File: src/pkg/rx_msg_pkg.sv
// Constants and types for the receive message indication port
package rx_msg_pkg;
	localparam int KIND_W     = 5;
	localparam int BYTE_W     = 8;
	localparam int MAX_BYTES  = 8;
	localparam int CNT_W      = 4;
	localparam int FIFO_DEPTH = 4;

	// Kind codes
	localparam logic [KIND_W-1:0] KIND_ERR_COR    = 5'h00;
	localparam logic [KIND_W-1:0] KIND_ERR_FATAL  = 5'h02;
	localparam logic [KIND_W-1:0] KIND_INT_FIRST  = 5'h03;
	localparam logic [KIND_W-1:0] KIND_PM_NAK     = 5'h0E;
	localparam logic [KIND_W-1:0] KIND_SLOT_PWR   = 5'h0F;
	localparam logic [KIND_W-1:0] KIND_LTR        = 5'h10;
	localparam logic [KIND_W-1:0] KIND_OBFF       = 5'h11;
	localparam logic [KIND_W-1:0] KIND_UNLOCK     = 5'h12;
	localparam logic [KIND_W-1:0] KIND_VDM0       = 5'h13;
	localparam logic [KIND_W-1:0] KIND_VDM1       = 5'h14;
	localparam logic [KIND_W-1:0] KIND_ATS_FIRST  = 5'h15;
	localparam logic [KIND_W-1:0] KIND_ATS_LAST   = 5'h18;

	// Strobe lengths in cycles
	localparam logic [CNT_W-1:0] LEN_SHORT    = 4'h2;
	localparam logic [CNT_W-1:0] LEN_OBFF     = 4'h3;
	localparam logic [CNT_W-1:0] LEN_VDM_NODATA = 4'h4;
	localparam logic [CNT_W-1:0] LEN_SIX      = 4'h6;
	localparam logic [CNT_W-1:0] LEN_VDM_DATA = 4'h8;
	localparam logic [CNT_W-1:0] LEN_NONE     = 4'h0;

	// Message record held in the FIFO: kind, length, eight bytes in order
	localparam int REC_W = KIND_W + CNT_W + MAX_BYTES * BYTE_W;

	typedef enum logic [1:0] {
		ST_IDLE = 2'b01,
		ST_SEND = 2'b10
	} send_state_t;
endpackage : rx_msg_pkg

File: src/verilog/msg_fifo.sv
// Small synchronous FIFO with valid/ready on both sides
`timescale 1ns/1ps
module msg_fifo #(
	parameter int WIDTH = 8,
	parameter int DEPTH = 4
) (
	// Clock and reset
	input  wire logic             clk_sys,
	input  wire logic             rst_n,
	input  wire logic             clkEn,
	// Fill side
	input  wire logic             inValid,
	output logic                  inReady,
	input  wire logic [WIDTH-1:0] inData,
	// Drain side
	output logic                  outValid,
	input  wire logic             outReady,
	output logic [WIDTH-1:0]      outData
);
	localparam int AW = (DEPTH > 1) ? $clog2(DEPTH) : 1;

	initial begin
		if (DEPTH < 2 || (DEPTH & (DEPTH - 1)) != 0)
			$error("msg_fifo DEPTH must be a power of two of at least 2");
	end

	logic [WIDTH-1:0] mem_ff [DEPTH];
	logic [AW:0]      wrPtr_ff;
	logic [AW:0]      rdPtr_ff;
	logic [WIDTH-1:0] outData_ff;
	logic             outValid_ff;

	wire logic isFull  = (wrPtr_ff[AW] != rdPtr_ff[AW]) && (wrPtr_ff[AW-1:0] == rdPtr_ff[AW-1:0]);
	wire logic isEmpty = (wrPtr_ff == rdPtr_ff);
	wire logic doWr    = inValid && !isFull;
	// Output register refills when empty or being drained
	wire logic doRd    = !isEmpty && (!outValid_ff || outReady);

	always_ff @(posedge clk_sys or negedge rst_n) begin
		if (!rst_n) begin
			wrPtr_ff    <= '0;
			rdPtr_ff    <= '0;
			outValid_ff <= 1'b0;
			outData_ff  <= '0;
		end else if (clkEn) begin
			if (doWr) begin
				mem_ff[wrPtr_ff[AW-1:0]] <= inData;
				wrPtr_ff                 <= wrPtr_ff + 1'b1;
			end
			if (doRd) begin
				outData_ff <= mem_ff[rdPtr_ff[AW-1:0]];
				rdPtr_ff   <= rdPtr_ff + 1'b1;
				outValid_ff <= 1'b1;
			end else if (outReady) begin
				outValid_ff <= 1'b0;
			end
		end
	end

	assign inReady  = !isFull;
	assign outValid = outValid_ff;
	assign outData  = outData_ff;
endmodule : msg_fifo

File: src/verilog/rx_msg_indication_port.sv
// Receive message indication port: queues decoded messages and serialises them
`timescale 1ns/1ps
module rx_msg_indication_port
	import rx_msg_pkg::*;
#(
	parameter bit rx_msg_port_enable_param = 1'b1,
	parameter int DEPTH                    = rx_msg_pkg::FIFO_DEPTH
) (
	// Clock, reset, enable
	input  wire logic                          clk_sys,
	input  wire logic                          rst_n,
	input  wire logic                          clkEn,
	// Message from the receive path
	input  wire logic                          msgValid,
	output logic                               msgReady,
	input  wire logic [rx_msg_pkg::KIND_W-1:0] msgKind,
	input  wire logic [15:0]                   msgReqId,
	input  wire logic [15:0]                   msgVendorId,
	input  wire logic                          msgHasData,
	input  wire logic [31:0]                   msgPayload,
	input  wire logic [31:0]                   msgLtr,
	input  wire logic [7:0]                    msgHint,
	// Indication port
	output logic                               indStrobe,
	output logic [rx_msg_pkg::KIND_W-1:0]      indKind,
	output logic [rx_msg_pkg::BYTE_W-1:0]      indData
);
	import rx_msg_pkg::*;

	// Queue memory fill count, zero up to DEPTH
	localparam int OCC_W = $clog2(DEPTH + 1);

	initial begin
		if (DEPTH < 2)
			$error("rx_msg_indication_port DEPTH must be at least 2");
	end

	// ==========================================================================
	// Length and byte order per kind
	// ==========================================================================
	function automatic logic [CNT_W-1:0] kindLen(input logic [KIND_W-1:0] k,
	                                             input logic hasData);
		if (k == KIND_SLOT_PWR || k == KIND_LTR)
			kindLen = LEN_SIX;
		else if (k == KIND_OBFF)
			kindLen = LEN_OBFF;
		else if (k == KIND_VDM0 || k == KIND_VDM1)
			kindLen = hasData ? LEN_VDM_DATA : LEN_VDM_NODATA;
		else if (k <= KIND_PM_NAK || k == KIND_UNLOCK ||
		         (k >= KIND_ATS_FIRST && k <= KIND_ATS_LAST))
			kindLen = LEN_SHORT;
		else
			kindLen = LEN_NONE;                                          // Reserved kinds dropped
	endfunction : kindLen

	wire logic isVdm = (msgKind == KIND_VDM0) || (msgKind == KIND_VDM1);
	wire logic isLtr = (msgKind == KIND_LTR);
	wire logic isObff = (msgKind == KIND_OBFF);

	// Bytes 3..8 of the record; only the first payload doubleword is carried
	wire logic [47:0] tailBytes =
		isVdm  ? {msgPayload, msgVendorId} :
		isLtr  ? {16'h0000, msgLtr} :
		isObff ? {40'h00_0000_0000, msgHint} :
		         {16'h0000, msgPayload};
	wire logic [MAX_BYTES*BYTE_W-1:0] recBytes =
		{tailBytes, msgReqId[7:0], msgReqId[15:8]};                     // bus first
	wire logic [CNT_W-1:0] recLen = kindLen(msgKind, msgHasData);
	wire logic [REC_W-1:0] recIn  = {msgKind, recLen, recBytes};

	// ==========================================================================
	// Queue
	// ==========================================================================
	wire logic             fifoInReady;
	wire logic             fifoOutValid;
	wire logic [REC_W-1:0] fifoOutData;
	logic                  popReady;
	logic                  msgReady_ff;
	logic [OCC_W-1:0]      occ_ff;
	logic [OCC_W-1:0]      nxt_occ;

	// Disabled port or reserved kind: the message is consumed and not queued
	wire logic recUseful = rx_msg_port_enable_param && (recLen != LEN_NONE);
	wire logic msgTake   = msgValid && msgReady_ff;
	wire logic fifoPush  = msgTake && recUseful;
	// Same read condition as inside the queue, for the fill count
	wire logic memPop    = (occ_ff != '0) && (!fifoOutValid || popReady);

	msg_fifo #(
		.WIDTH(REC_W),
		.DEPTH(DEPTH)
	) u_fifo (
		.clk_sys (clk_sys),
		.rst_n   (rst_n),
		.clkEn   (clkEn),
		.inValid (fifoPush),
		.inReady (fifoInReady),
		.inData  (recIn),
		.outValid(fifoOutValid),
		.outReady(popReady),
		.outData (fifoOutData)
	);

	// ==========================================================================
	// Room tracking
	// ==========================================================================
	// Ready leaves a flop, so the memory fill level is mirrored here and ready
	// is granted only when the coming cycle is sure to have room
	always_comb begin
		nxt_occ = occ_ff;
		if (fifoPush)
			nxt_occ = nxt_occ + OCC_W'(1);
		if (memPop)
			nxt_occ = nxt_occ - OCC_W'(1);
	end

	always_ff @(posedge clk_sys or negedge rst_n) begin
		if (!rst_n) begin
			occ_ff      <= '0;
			msgReady_ff <= 1'b0;
		end else if (clkEn) begin
			occ_ff      <= nxt_occ;
			msgReady_ff <= (nxt_occ < OCC_W'(DEPTH));
		end
	end

	// ==========================================================================
	// Serialiser
	// ==========================================================================
	send_state_t                     state_ff;
	send_state_t                     nxt_state;
	logic [CNT_W-1:0]                cnt_ff;
	logic [CNT_W-1:0]                len_ff;
	logic [MAX_BYTES*BYTE_W-1:0]     shift_ff;
	logic [KIND_W-1:0]               kind_ff;
	logic                            strobe_ff;
	logic [BYTE_W-1:0]               data_ff;
	logic                            gap_ff;

	wire logic [CNT_W-1:0] popLen   = fifoOutData[MAX_BYTES*BYTE_W +: CNT_W];
	wire logic [KIND_W-1:0] popKind = fifoOutData[REC_W-1 -: KIND_W];
	// Idle for two cycles after each message (gap_ff holds the first) gives the mandatory gap
	wire logic canStart  = (state_ff == ST_IDLE) && !gap_ff && fifoOutValid;
	wire logic lastByte  = (state_ff == ST_SEND) && (cnt_ff == len_ff);

	assign popReady = canStart;

	always_comb begin
		nxt_state = state_ff;
		case (state_ff)
			ST_IDLE: begin
				if (canStart)
					nxt_state = ST_SEND;
			end
			ST_SEND: begin
				if (lastByte)
					nxt_state = ST_IDLE;
			end
			default: nxt_state = ST_IDLE;
		endcase
	end

	always_ff @(posedge clk_sys or negedge rst_n) begin
		if (!rst_n) begin
			state_ff  <= ST_IDLE;
			cnt_ff    <= '0;
			len_ff    <= '0;
			shift_ff  <= '0;
			kind_ff   <= '0;
			gap_ff    <= 1'b0;
		end else if (clkEn) begin
			state_ff <= nxt_state;
			gap_ff   <= lastByte;
			if (canStart) begin
				len_ff   <= popLen;
				kind_ff  <= popKind;
				shift_ff <= fifoOutData[MAX_BYTES*BYTE_W-1:0];
				cnt_ff   <= 4'h1;
			end else if (state_ff == ST_SEND) begin
				shift_ff <= {{BYTE_W{1'b0}}, shift_ff[MAX_BYTES*BYTE_W-1:BYTE_W]};
				cnt_ff   <= cnt_ff + 4'h1;
			end
		end
	end

	// Output stage: registered copy of the current byte and kind
	always_ff @(posedge clk_sys or negedge rst_n) begin
		if (!rst_n) begin
			strobe_ff   <= 1'b0;
			data_ff     <= '0;
		end else if (clkEn) begin
			strobe_ff   <= (state_ff == ST_SEND);
			data_ff     <= shift_ff[BYTE_W-1:0];
		end
	end

	logic [KIND_W-1:0] indKind_ff;
	always_ff @(posedge clk_sys or negedge rst_n) begin
		if (!rst_n)
			indKind_ff <= '0;
		else if (clkEn)
			indKind_ff <= kind_ff;
	end

	// The source must hold valid until it sees ready high
	assign msgReady  = msgReady_ff;
	assign indStrobe = strobe_ff;
	assign indKind   = indKind_ff;
	assign indData   = data_ff;

	// ==========================================================================
	// Checks
	// ==========================================================================
	// Strobe run length counted on the output itself
	logic [CNT_W-1:0] runCnt_ff;
	always_ff @(posedge clk_sys or negedge rst_n) begin
		if (!rst_n)
			runCnt_ff <= '0;
		else if (clkEn)
			runCnt_ff <= indStrobe ? runCnt_ff + 4'h1 : '0;
	end

	// A merged indication would run past its length
	property p_gap;
		@(posedge clk_sys) disable iff (!rst_n)
		(clkEn && indStrobe && (runCnt_ff + 4'h1 == len_ff)) |=> !indStrobe;
	endproperty
	a_gap: assert property (p_gap) else $error("strobe gap missing");

	property p_len_reach;
		@(posedge clk_sys) disable iff (!rst_n)
		(indStrobe && (runCnt_ff + 4'h1 < len_ff)) |=> indStrobe;
	endproperty
	a_len_reach: assert property (p_len_reach) else $error("strobe ended early");

	property p_disabled;
		@(posedge clk_sys) disable iff (!rst_n)
		!rx_msg_port_enable_param |-> !indStrobe;
	endproperty
	a_disabled: assert property (p_disabled) else $error("strobe while disabled");

	property p_max_len;
		@(posedge clk_sys) disable iff (!rst_n)
		(clkEn && $rose(indStrobe)) |-> ##[1:8] !indStrobe;
	endproperty
	a_max_len: assert property (p_max_len) else $error("strobe too long");

	property p_short;
		@(posedge clk_sys) disable iff (!rst_n)
		($rose(indStrobe) && (indKind <= KIND_PM_NAK) && clkEn) |->
			##1 indStrobe ##1 !indStrobe;
	endproperty
	a_short: assert property (p_short) else $error("short message not 2 cycles");

	property p_obff;
		@(posedge clk_sys) disable iff (!rst_n)
		($rose(indStrobe) && indKind == KIND_OBFF && clkEn) |->
			##1 indStrobe ##1 indStrobe ##1 !indStrobe;
	endproperty
	a_obff: assert property (p_obff) else $error("hint message too short");

	property p_kind_stable;
		@(posedge clk_sys) disable iff (!rst_n)
		($past(indStrobe) && indStrobe) |-> $stable(indKind);
	endproperty
	a_kind_stable: assert property (p_kind_stable) else $error("kind changed in strobe");

	property p_no_reserved;
		@(posedge clk_sys) disable iff (!rst_n)
		indStrobe |-> (indKind <= KIND_ATS_LAST);
	endproperty
	a_no_reserved: assert property (p_no_reserved) else $error("reserved kind shown");

	property p_start_from_queue;
		@(posedge clk_sys) disable iff (!rst_n)
		(clkEn && canStart) |=> ##1 (indStrobe && (indKind == $past(popKind, 2)));
	endproperty
	a_start_from_queue: assert property (p_start_from_queue) else $error("start lost");

	property p_first_byte;
		@(posedge clk_sys) disable iff (!rst_n)
		(clkEn && canStart) |=> ##1 (indData == $past(fifoOutData[BYTE_W-1:0], 2));
	endproperty
	a_first_byte: assert property (p_first_byte) else $error("bus number not first");

	property p_second_byte;
		@(posedge clk_sys) disable iff (!rst_n)
		(clkEn && canStart) |=> ##2 (indData == $past(fifoOutData[2*BYTE_W-1:BYTE_W], 3));
	endproperty
	a_second_byte: assert property (p_second_byte) else $error("devfn not second");

	property p_room;
		@(posedge clk_sys) disable iff (!rst_n)
		fifoPush |-> fifoInReady;
	endproperty
	a_room: assert property (p_room) else $error("message taken into full queue");

	property p_reset_quiet;
		@(posedge clk_sys)
		!rst_n |-> (!indStrobe && !msgReady);
	endproperty
	a_reset_quiet: assert property (p_reset_quiet) else $error("activity in reset");

	property p_len_legal;
		@(posedge clk_sys) disable iff (!rst_n)
		indStrobe |-> (len_ff == LEN_SHORT || len_ff == LEN_OBFF || len_ff == LEN_SIX ||
			len_ff == LEN_VDM_NODATA || len_ff == LEN_VDM_DATA);
	endproperty
	a_len_legal: assert property (p_len_legal) else $error("illegal strobe length");

	property p_slot_len;
		@(posedge clk_sys) disable iff (!rst_n)
		($rose(indStrobe) && indKind == KIND_SLOT_PWR) |-> (len_ff == LEN_SIX);
	endproperty
	a_slot_len: assert property (p_slot_len) else $error("slot power not six cycles");

	property p_ltr_len;
		@(posedge clk_sys) disable iff (!rst_n)
		($rose(indStrobe) && indKind == KIND_LTR) |-> (len_ff == LEN_SIX);
	endproperty
	a_ltr_len: assert property (p_ltr_len) else $error("latency not six cycles");

	property p_vdm_len;
		@(posedge clk_sys) disable iff (!rst_n)
		($rose(indStrobe) && (indKind == KIND_VDM0 || indKind == KIND_VDM1)) |->
			(len_ff == LEN_VDM_NODATA || len_ff == LEN_VDM_DATA);
	endproperty
	a_vdm_len: assert property (p_vdm_len) else $error("vendor length wrong");

	property p_rest_short;
		@(posedge clk_sys) disable iff (!rst_n)
		($rose(indStrobe) && (indKind == KIND_UNLOCK ||
			(indKind >= KIND_ATS_FIRST && indKind <= KIND_ATS_LAST))) |-> (len_ff == LEN_SHORT);
	endproperty
	a_rest_short: assert property (p_rest_short) else $error("unlock or ATS not 2 cycles");

	property p_one_hot;
		@(posedge clk_sys) disable iff (!rst_n)
		$onehot(state_ff);
	endproperty
	a_one_hot: assert property (p_one_hot) else $error("serialiser state not one-hot");

	property p_off_no_push;
		@(posedge clk_sys) disable iff (!rst_n)
		!rx_msg_port_enable_param |-> !fifoPush;
	endproperty
	a_off_no_push: assert property (p_off_no_push) else $error("queued while disabled");

	property p_vdm_dword;
		@(posedge clk_sys) disable iff (!rst_n)
		indStrobe |-> (runCnt_ff < LEN_VDM_DATA);
	endproperty
	a_vdm_dword: assert property (p_vdm_dword) else $error("more than one dword shown");
endmodule : rx_msg_indication_port

File: config.mk
export PLATFORM = sky130hd
export DESIGN_NAME = rx_msg_indication_port
export DESIGN_NICKNAME = d
export VERILOG_FILES = /design/src/pkg/rx_msg_pkg.sv /design/src/verilog/msg_fifo.sv /design/src/verilog/rx_msg_indication_port.sv
export SDC_FILE = /design/constraint.sdc
export NUM_CORES = 1
export LEC_CHECK = 0
export ABC_AREA = 1
export BUFFER_PORTS_ARGS = -buffer_cell sky130_fd_sc_hd__buf_2
export CORE_MARGIN = 5
export CORE_UTILIZATION = 55
export CTS_BUF_LIST = sky130_fd_sc_hd__clkbuf_4 sky130_fd_sc_hd__clkbuf_8 sky130_fd_sc_hd__clkbuf_16
export CTS_CLUSTER_SIZE = 16
export DETAILED_ROUTE_END_ITERATION = 12
export PLACE_DENSITY_LB_ADDON = 0.3
export SETUP_SLACK_MARGIN = 0.05
export SLEW_MARGIN = 20
export SYNTH_ARGS = -nofsm -noshare
export SYNTH_HDL_FRONTEND = slang
export SYNTH_SLANG_ARGS = --single-unit
export TNS_END_PERCENT = 5
File: constraint.sdc
create_clock -name clk_sys -period 14.6 [get_ports clk_sys]
set_input_delay 2.19 -clock clk_sys [delete_from_list [all_inputs] [get_ports clk_sys]]
set_output_delay 2.19 -clock clk_sys [all_outputs]
set_load 0.02 [all_outputs]
==> impl_metrics.tcl, run 1 <==
set metrics [dict create \
    clk_path_buf_depth 3 \
    rows 68 \
    die_height_um 197.3 \
    ys_seq_elements 470 \
    yosys.area_share.simple_pct 14.31 \
    cts_root_buf "clkbuf_16" \
    clk_pin_slew_ps 60 \
    fp.coreArea_sq_um 34630 \
    critPathMaxFanout 68 \
    overflow 0 \
    htree_levels 2 \
    groute.usage.overall_pct 22.33 \
    gp_congestion 0.9032 \
    period_needed_ps 4963 \
    hold_viol 0 \
    rsz0062_at_grt "no" \
    worstSetupPathType "primary input to flop" \
    drt-initial-drc-count 1206 \
    wl_um 43580 \
    port-buffer-count 128 \
    ioPinCount 129 \
    hold_buffers 0 \
    clkSinkCount 470 \
    synthAdderAreaFrac_pct 0.5835 \
    cts_made_buffers 45 \
    tns_ps 0 \
    hold_path.class "flop to flop" \
    period_share_pct 34.00 \
    yosys.area_share.xor_xnor_pct 0.4992 \
    finClkSkew_ps 18.08 \
    tightest_slew_ps 1051 \
    initial_core_util_pct 55.73 \
    place_inst 2266 \
    tritoncts "done" \
    start_kind "primary input" \
    cp.arrival_ps 5140 \
    final_net_count 1981 \
    design_power_total_mw 4.410 \
    n_antenna_cell 0 \
    fin_cells 2349 \
    cts_setup_buffers 0 \
    vias_per_cell 5.630 \
    grt_pass1_wl_um 68870 \
    syn_inst 1782 \
    synthDistinctLibCells 36 \
    avgSynthCellArea_sq_um 10.83 \
    synth_ff_type "edfxtp_1" \
    status "completed" \
    setup_viol 0 \
    area_growth_pct 12.72 \
    maxCapViolCount 0 \
    synth_compound_gate_area_share_pct 11.71 \
    pre_cts_ws_ps 9090 \
    ant_nets 0 \
    hpwl_um 26650 \
    drc 0 \
    maxSlewViolCount 0 \
    wire_per_inst_um 18.55 \
    finalWorstSetupSlack_ps 9637 \
    dieArea_sq_um 38940 \
    cts_resized 0 \
    synthArstFlopShare_pct 37.87 \
    synth_area_sq_um 19300 \
    yosysTopAreaCell "edfxtp_1" \
    seq_area_frac_synth_pct 68.52 \
    synth_top_family_by_area "simple AND/OR/NAND/NOR gates" \
    synthMuxAreaShare_pct 0 \
    final_core_util_pct 62.82 \
    yosysTopAreaCellShare_pct 45.43 \
    crit_required_ps 14780 \
    ir_drop_mv 0.1105 \
    crit_chain "buf_2 > inv_1 > nand2_2 > o21bai_2 > nand2_1 > inv_1 > nand3_2 > nor3b_2 > buf_4" \
    antenna_found_initial 1 \
    power_density_nw_per_um2 202.7 \
    die_w_um 197.3 \
    cp_common_cell "inv_1" \
    clk_latency_ps 560 \
    yosys_warnings 0 \
    dr.pass1.iters 6 \
    synthesis.nets 1905 \
    p_leak_nw 8.717 \
    vias 13225 \
    cpMaxStageDelayCell "buf_4" \
    slew_headroom_pct 29.92 \
    synthTopCellsByArea "edfxtp_1 45%, dfrtp_1 23%, nand2_1 7.4%, o21ai_0 6.1%, nor2_1 4.8%" \
    grt_max_degree 118 \
    max_freq_ghz 0.2015 \
    endpoint_kind "flop" \
    drive_gt1_share_pct 13.04 \
    max_stage_delay_ps 840 \
    synth_edf_count 292 \
    first_global_vias 12936 \
]
stage by stage:
step | hold slack [ps] | instance area (sq um)
floorplan | 441.9 | 19300
global placement | 453.6 | 20090
detailed placement | 454.4 | 20090
CTS | 469.4 | 21740
global route | 488.5 | 21750
finish | 464.2 | 21750
sequential cells by signal (all words and copies together) (netlist names), 4 cells and up:
register	cells
kind_ff	5
cnt_ff	4
indKind	5
u_fifo.mem_ff	292
shift_ff	64
len_ff	4
indData	8
u_fifo.outData	73
cell type report:
| class | instances | area (sq um) |
|---|---|---|
| clock inverters | 19 | 315.3 |
| flip-flops and latches | 470 | 13230 |
| clock buffers | 64 | 1336 |
| multi-input cells | 1126 | 5274 |
| inverters | 73 | 275.3 |
| well taps | 455 | 569.3 |
| repair buffers | 142 | 755.7 |
| fillers | 2668 | 12870 |
worst max-delay path, delay by kind of cell:
| family | cells | cell delay, ps |
|---|---|---|
| AO/OA/AOI/OAI | 1 | 440 |
| buffers and inverters | 4 | 1200 |
| AND/OR/NAND/NOR | 4 | 1190 |
layer usage:
layer  up-vias  track usage [%]  share of wire (%)
met1      6297            33.02                 44
met5         -                0              0.016
met3        73            3.497                7.5
met2       527            34.93                 46
li1       6326                -                  -
met4         2            6.420                2.5
report_power, final:
group / leakage (nW) / total (mW) / internal (mW) / switching, mW
combinational: 3.10 / 1.30 / 0.397 / 0.901
sequential: 4.79 / 1.85 / 1.68 / 0.165
clock: 0.829 / 1.26 / 0.783 / 0.480
total: 8.72 / 4.41 / 2.86 / 1.55
Yosys cell counts (4+ instances only):
master and number:
nand2_1 383, edfxtp_1 292, nor2_1 249, o21ai_0 235, dfrtp_1 177, o22ai_1 82, a31oi_1 77, inv_1 68
clkbuf_1 50, nand3_1 48, buf_2 43, buf_6 9, ha_1 9, xor2_1 8, buf_4 6, o21ai_1 6
buf_1 4, inv_2 4, nand2_2 4, nor3b_1 4
layout by cell type, fill, tap and decap left out, types with 4 or more instances in the layout:
cell type,instances
a31oi_1,77
buf_2,127
buf_4,13
bufinv_16,8
clkbuf_16,46
clkbuf_4,10
clkbuf_8,8
clkinv_2,7
dfrtp_1,175
edfxtp_1,292
ha_1,9
inv_1,67
inv_2,4
nand2_1,382
nand2_2,4
nand3_1,48
nor2_1,249
nor3b_2,4
o21ai_0,235
o21ai_1,6
o22ai_1,82
xor2_1,8
logic make-up (layout without fill, tap and decap cells):
kind of cell             count (synthesis)  count (layout)
AO/OA/AOI/OAI                          408             408
flip-flops                             470             470
AND/OR/NAND/NOR                        698             698
XOR/XNOR                                11              11
buffers and inverters                  186             298
adder cells (fa/ha/maj)                  9               9
path summary, 6_finish.rpt:
path / to / slack (ps) / from / depth (start not counted)
max: u_fifo.mem_ff[2][40] / 9640 / msgKind[1] / 9
min reg2reg: indData[2] / 460 / indData[2] / 2
min: indData[2] / 460 / indData[2] / 2
max in group asynchronous: u_fifo.outData[65] / 11760 / rst_n / 2
min in group asynchronous: u_fifo.outData[2] / 1660 / rst_n / 1
max reg2reg: u_fifo.mem_ff[2][40] / 11260 / u_fifo.rdPtr_ff[0] / 6
Note: power is estimated with default switching activity, not from simulation.
==> run 2: changes to the inputs <==
- CORE_UTILIZATION: 55 -> 54
- clock period: 14.6 -> 4 ns (I/O delays scaled with it)
==> impl_metrics.tcl, run 2 (same netlist as run 1, synthesis figures left out) <==
set metrics [dict create \
    cts_root_buf "clkbuf_16" \
    clk_path_buf_depth 3 \
    status "completed" \
    finalHoldWorstSlack_ps 261.8 \
    drt-initial-drc-count 1103 \
    final_core_util_pct 62.00 \
    fp.coreArea_sq_um 35400 \
    crit_required_ps 4250 \
    max_freq_ghz 0.3444 \
    worstSetupPathType "primary input to flop" \
    cp.arrival_ps 3150 \
    seqCellArea_sq_um 13230 \
    hold_viol 0 \
    grt_max_degree 113 \
    drc 0 \
    htree_levels 2 \
    tritoncts "done" \
    gp_congestion 0.8855 \
    wl_um 44310 \
    rows 69 \
    ir_drop_mv 0.3934 \
    die_height_um 199.1 \
    area_growth_pct 13.72 \
    period_share_pct 72.59 \
    dieArea_sq_um 39620 \
    wire_per_inst_um 18.65 \
    vias 13339 \
    maxCapViolCount 0 \
    initial_core_util_pct 54.52 \
    final_area_sq_um 21950 \
    fill_cells 2802 \
    whs_path_depth 1 \
    worstHoldStart "msgReqId[0]" \
    rr_startpoint "u_fifo.rdPtr_ff[0]" \
    final_cell_mix "382 x nand2_1, 292 x edfxtp_1, 249 x nor2_1, 235 x o21ai_0, 175 x dfrtp_1" \
    die_w_um 199.1 \
    drive_gt1_share_pct 13.52 \
    grt_pass1_wl_um 69900 \
    hpwl_um 28560 \
    vias_per_cell 5.614 \
    first_global_vias 12853 \
    port-buffer-count 128 \
    finClkSkew_ps 9.981 \
    power_density_nw_per_um2 730.1 \
    final_common_cell "nand2_1" \
    whs_endpoint "u_fifo.mem_ff[2][8]" \
    slew_headroom_pct 34.51 \
    pre_cts_ws_ps 563.6 \
    clk_pin_slew_ps 60 \
    dr.pass1.iters 5 \
    clkSinkCount 470 \
    critPathMaxFanout 26 \
    antenna_found_initial 1 \
    tightest_slew_ps 978.9 \
    hold_path.class "primary input to flop" \
    place_area_sq_um 20370 \
    multi_input_area_sq_um 5285 \
    ant_nets 0 \
    start_kind "primary input" \
    finalWorstSetupSlack_ps 1096 \
    p_leak_nw 8.826 \
    ioPinCount 129 \
    reg2reg_to "u_fifo.mem_ff[3][68]" \
    worstRegToRegCells 6 \
    cts_made_buffers 46 \
    endpoint_kind "flop" \
    groute.usage.overall_pct 22.41 \
    maxSlewViolCount 0 \
    rsz0062_at_grt "no" \
    r2r_slack_ps 1270 \
    period_needed_ps 2904 \
    setup_viol 0 \
    n_antenna_cell 0 \
    largest_reg_flops 292 \
    clk_latency_ps 560 \
    final_net_count 2001 \
    overflow 0 \
]
-- run 2: cell types whose count changed in the layout (fill, tap and decap cells not counted), moves of 2 or more --
cell,change
buf_12,+9
buf_4,+10
bufinv_16,-5
clkbuf_16,+5
clkbuf_4,-3
clkbuf_8,-4
clkinv_1,+8
clkinv_2,+3
inv_6,-2
nor3b_2,-4
nor3b_4,+4
-- run 2: worst max path at each step --
| stage | start | endpoint | slack (ps) | depth (start not counted) |
|---|---|---|---|---|
| after floorplan | msgKind[2] | u_fifo.mem_ff[0][0] | -660 | 7 |
| final | msgKind[1] | u_fifo.mem_ff[3][68] | 1100 | 9 |
| after global routing | msgKind[2] | u_fifo.mem_ff[3][70] | 880 | 9 |
| after CTS | msgKind[1] | u_fifo.mem_ff[3][70] | 1120 | 9 |
| after global placement | msgKind[1] | u_fifo.mem_ff[3][72] | 610 | 9 |
| after detailed placement | msgKind[1] | u_fifo.mem_ff[3][68] | 560 | 9 |
-- run 2: routing by layer --
| layer | up-vias | global-route usage (%) | routed length [um] |
|---|---|---|---|
| met3 | 72 | 3.760 | 3449 |
| met2 | 509 | 34.74 | 20280 |
| li1 | 6374 | - | - |
| met1 | 6382 | 33.18 | 19440 |
| met4 | 2 | 6.535 | 1133 |
| met5 | - | 0 | 7 |
-- run 2: what timing repair did --
item                                   CTS  global route
hold buffers                             1             0
resized for setup                        0             0
setup buffers                            0             0
endpoints found under the hold margin   25             0
-- run 2: worst max-delay path, stage by stage --
cell,delay [ps]
buf_2,140
inv_1,70
nand2_2,230
o21bai_2,410
nand2_1,190
inv_1,140
nand3_2,310
nor3b_4,740
buf_12,270
-- run 2: per-stage QoR --
stage               cells  TNS, ps  total power [mW]
floorplan            1782  -191790             10.22
global placement     2290        0             11.53
detailed placement   2290        0             11.71
CTS                  2376        0             16.10
global route         2376        0             17.01
finish               2376        0             16.02
-- run 2: report_power, final --
part           internal, mW  leakage [nW]  switching [mW]
Clock                  2.62         0.787            1.75
Sequential             6.15          4.79           0.563
Combinational          1.55          3.25            3.39
Total                  10.3          8.83            5.71
-- run 2: layout make-up --
class	instances	area share (%)
clock buffer	62	6.305
clock inverter	23	0.8551
inverter	73	1.254
multi-input combinational	1126	24.08
sequential	470	60.28
tap	461	2.628
timing repair buffer	161	4.601
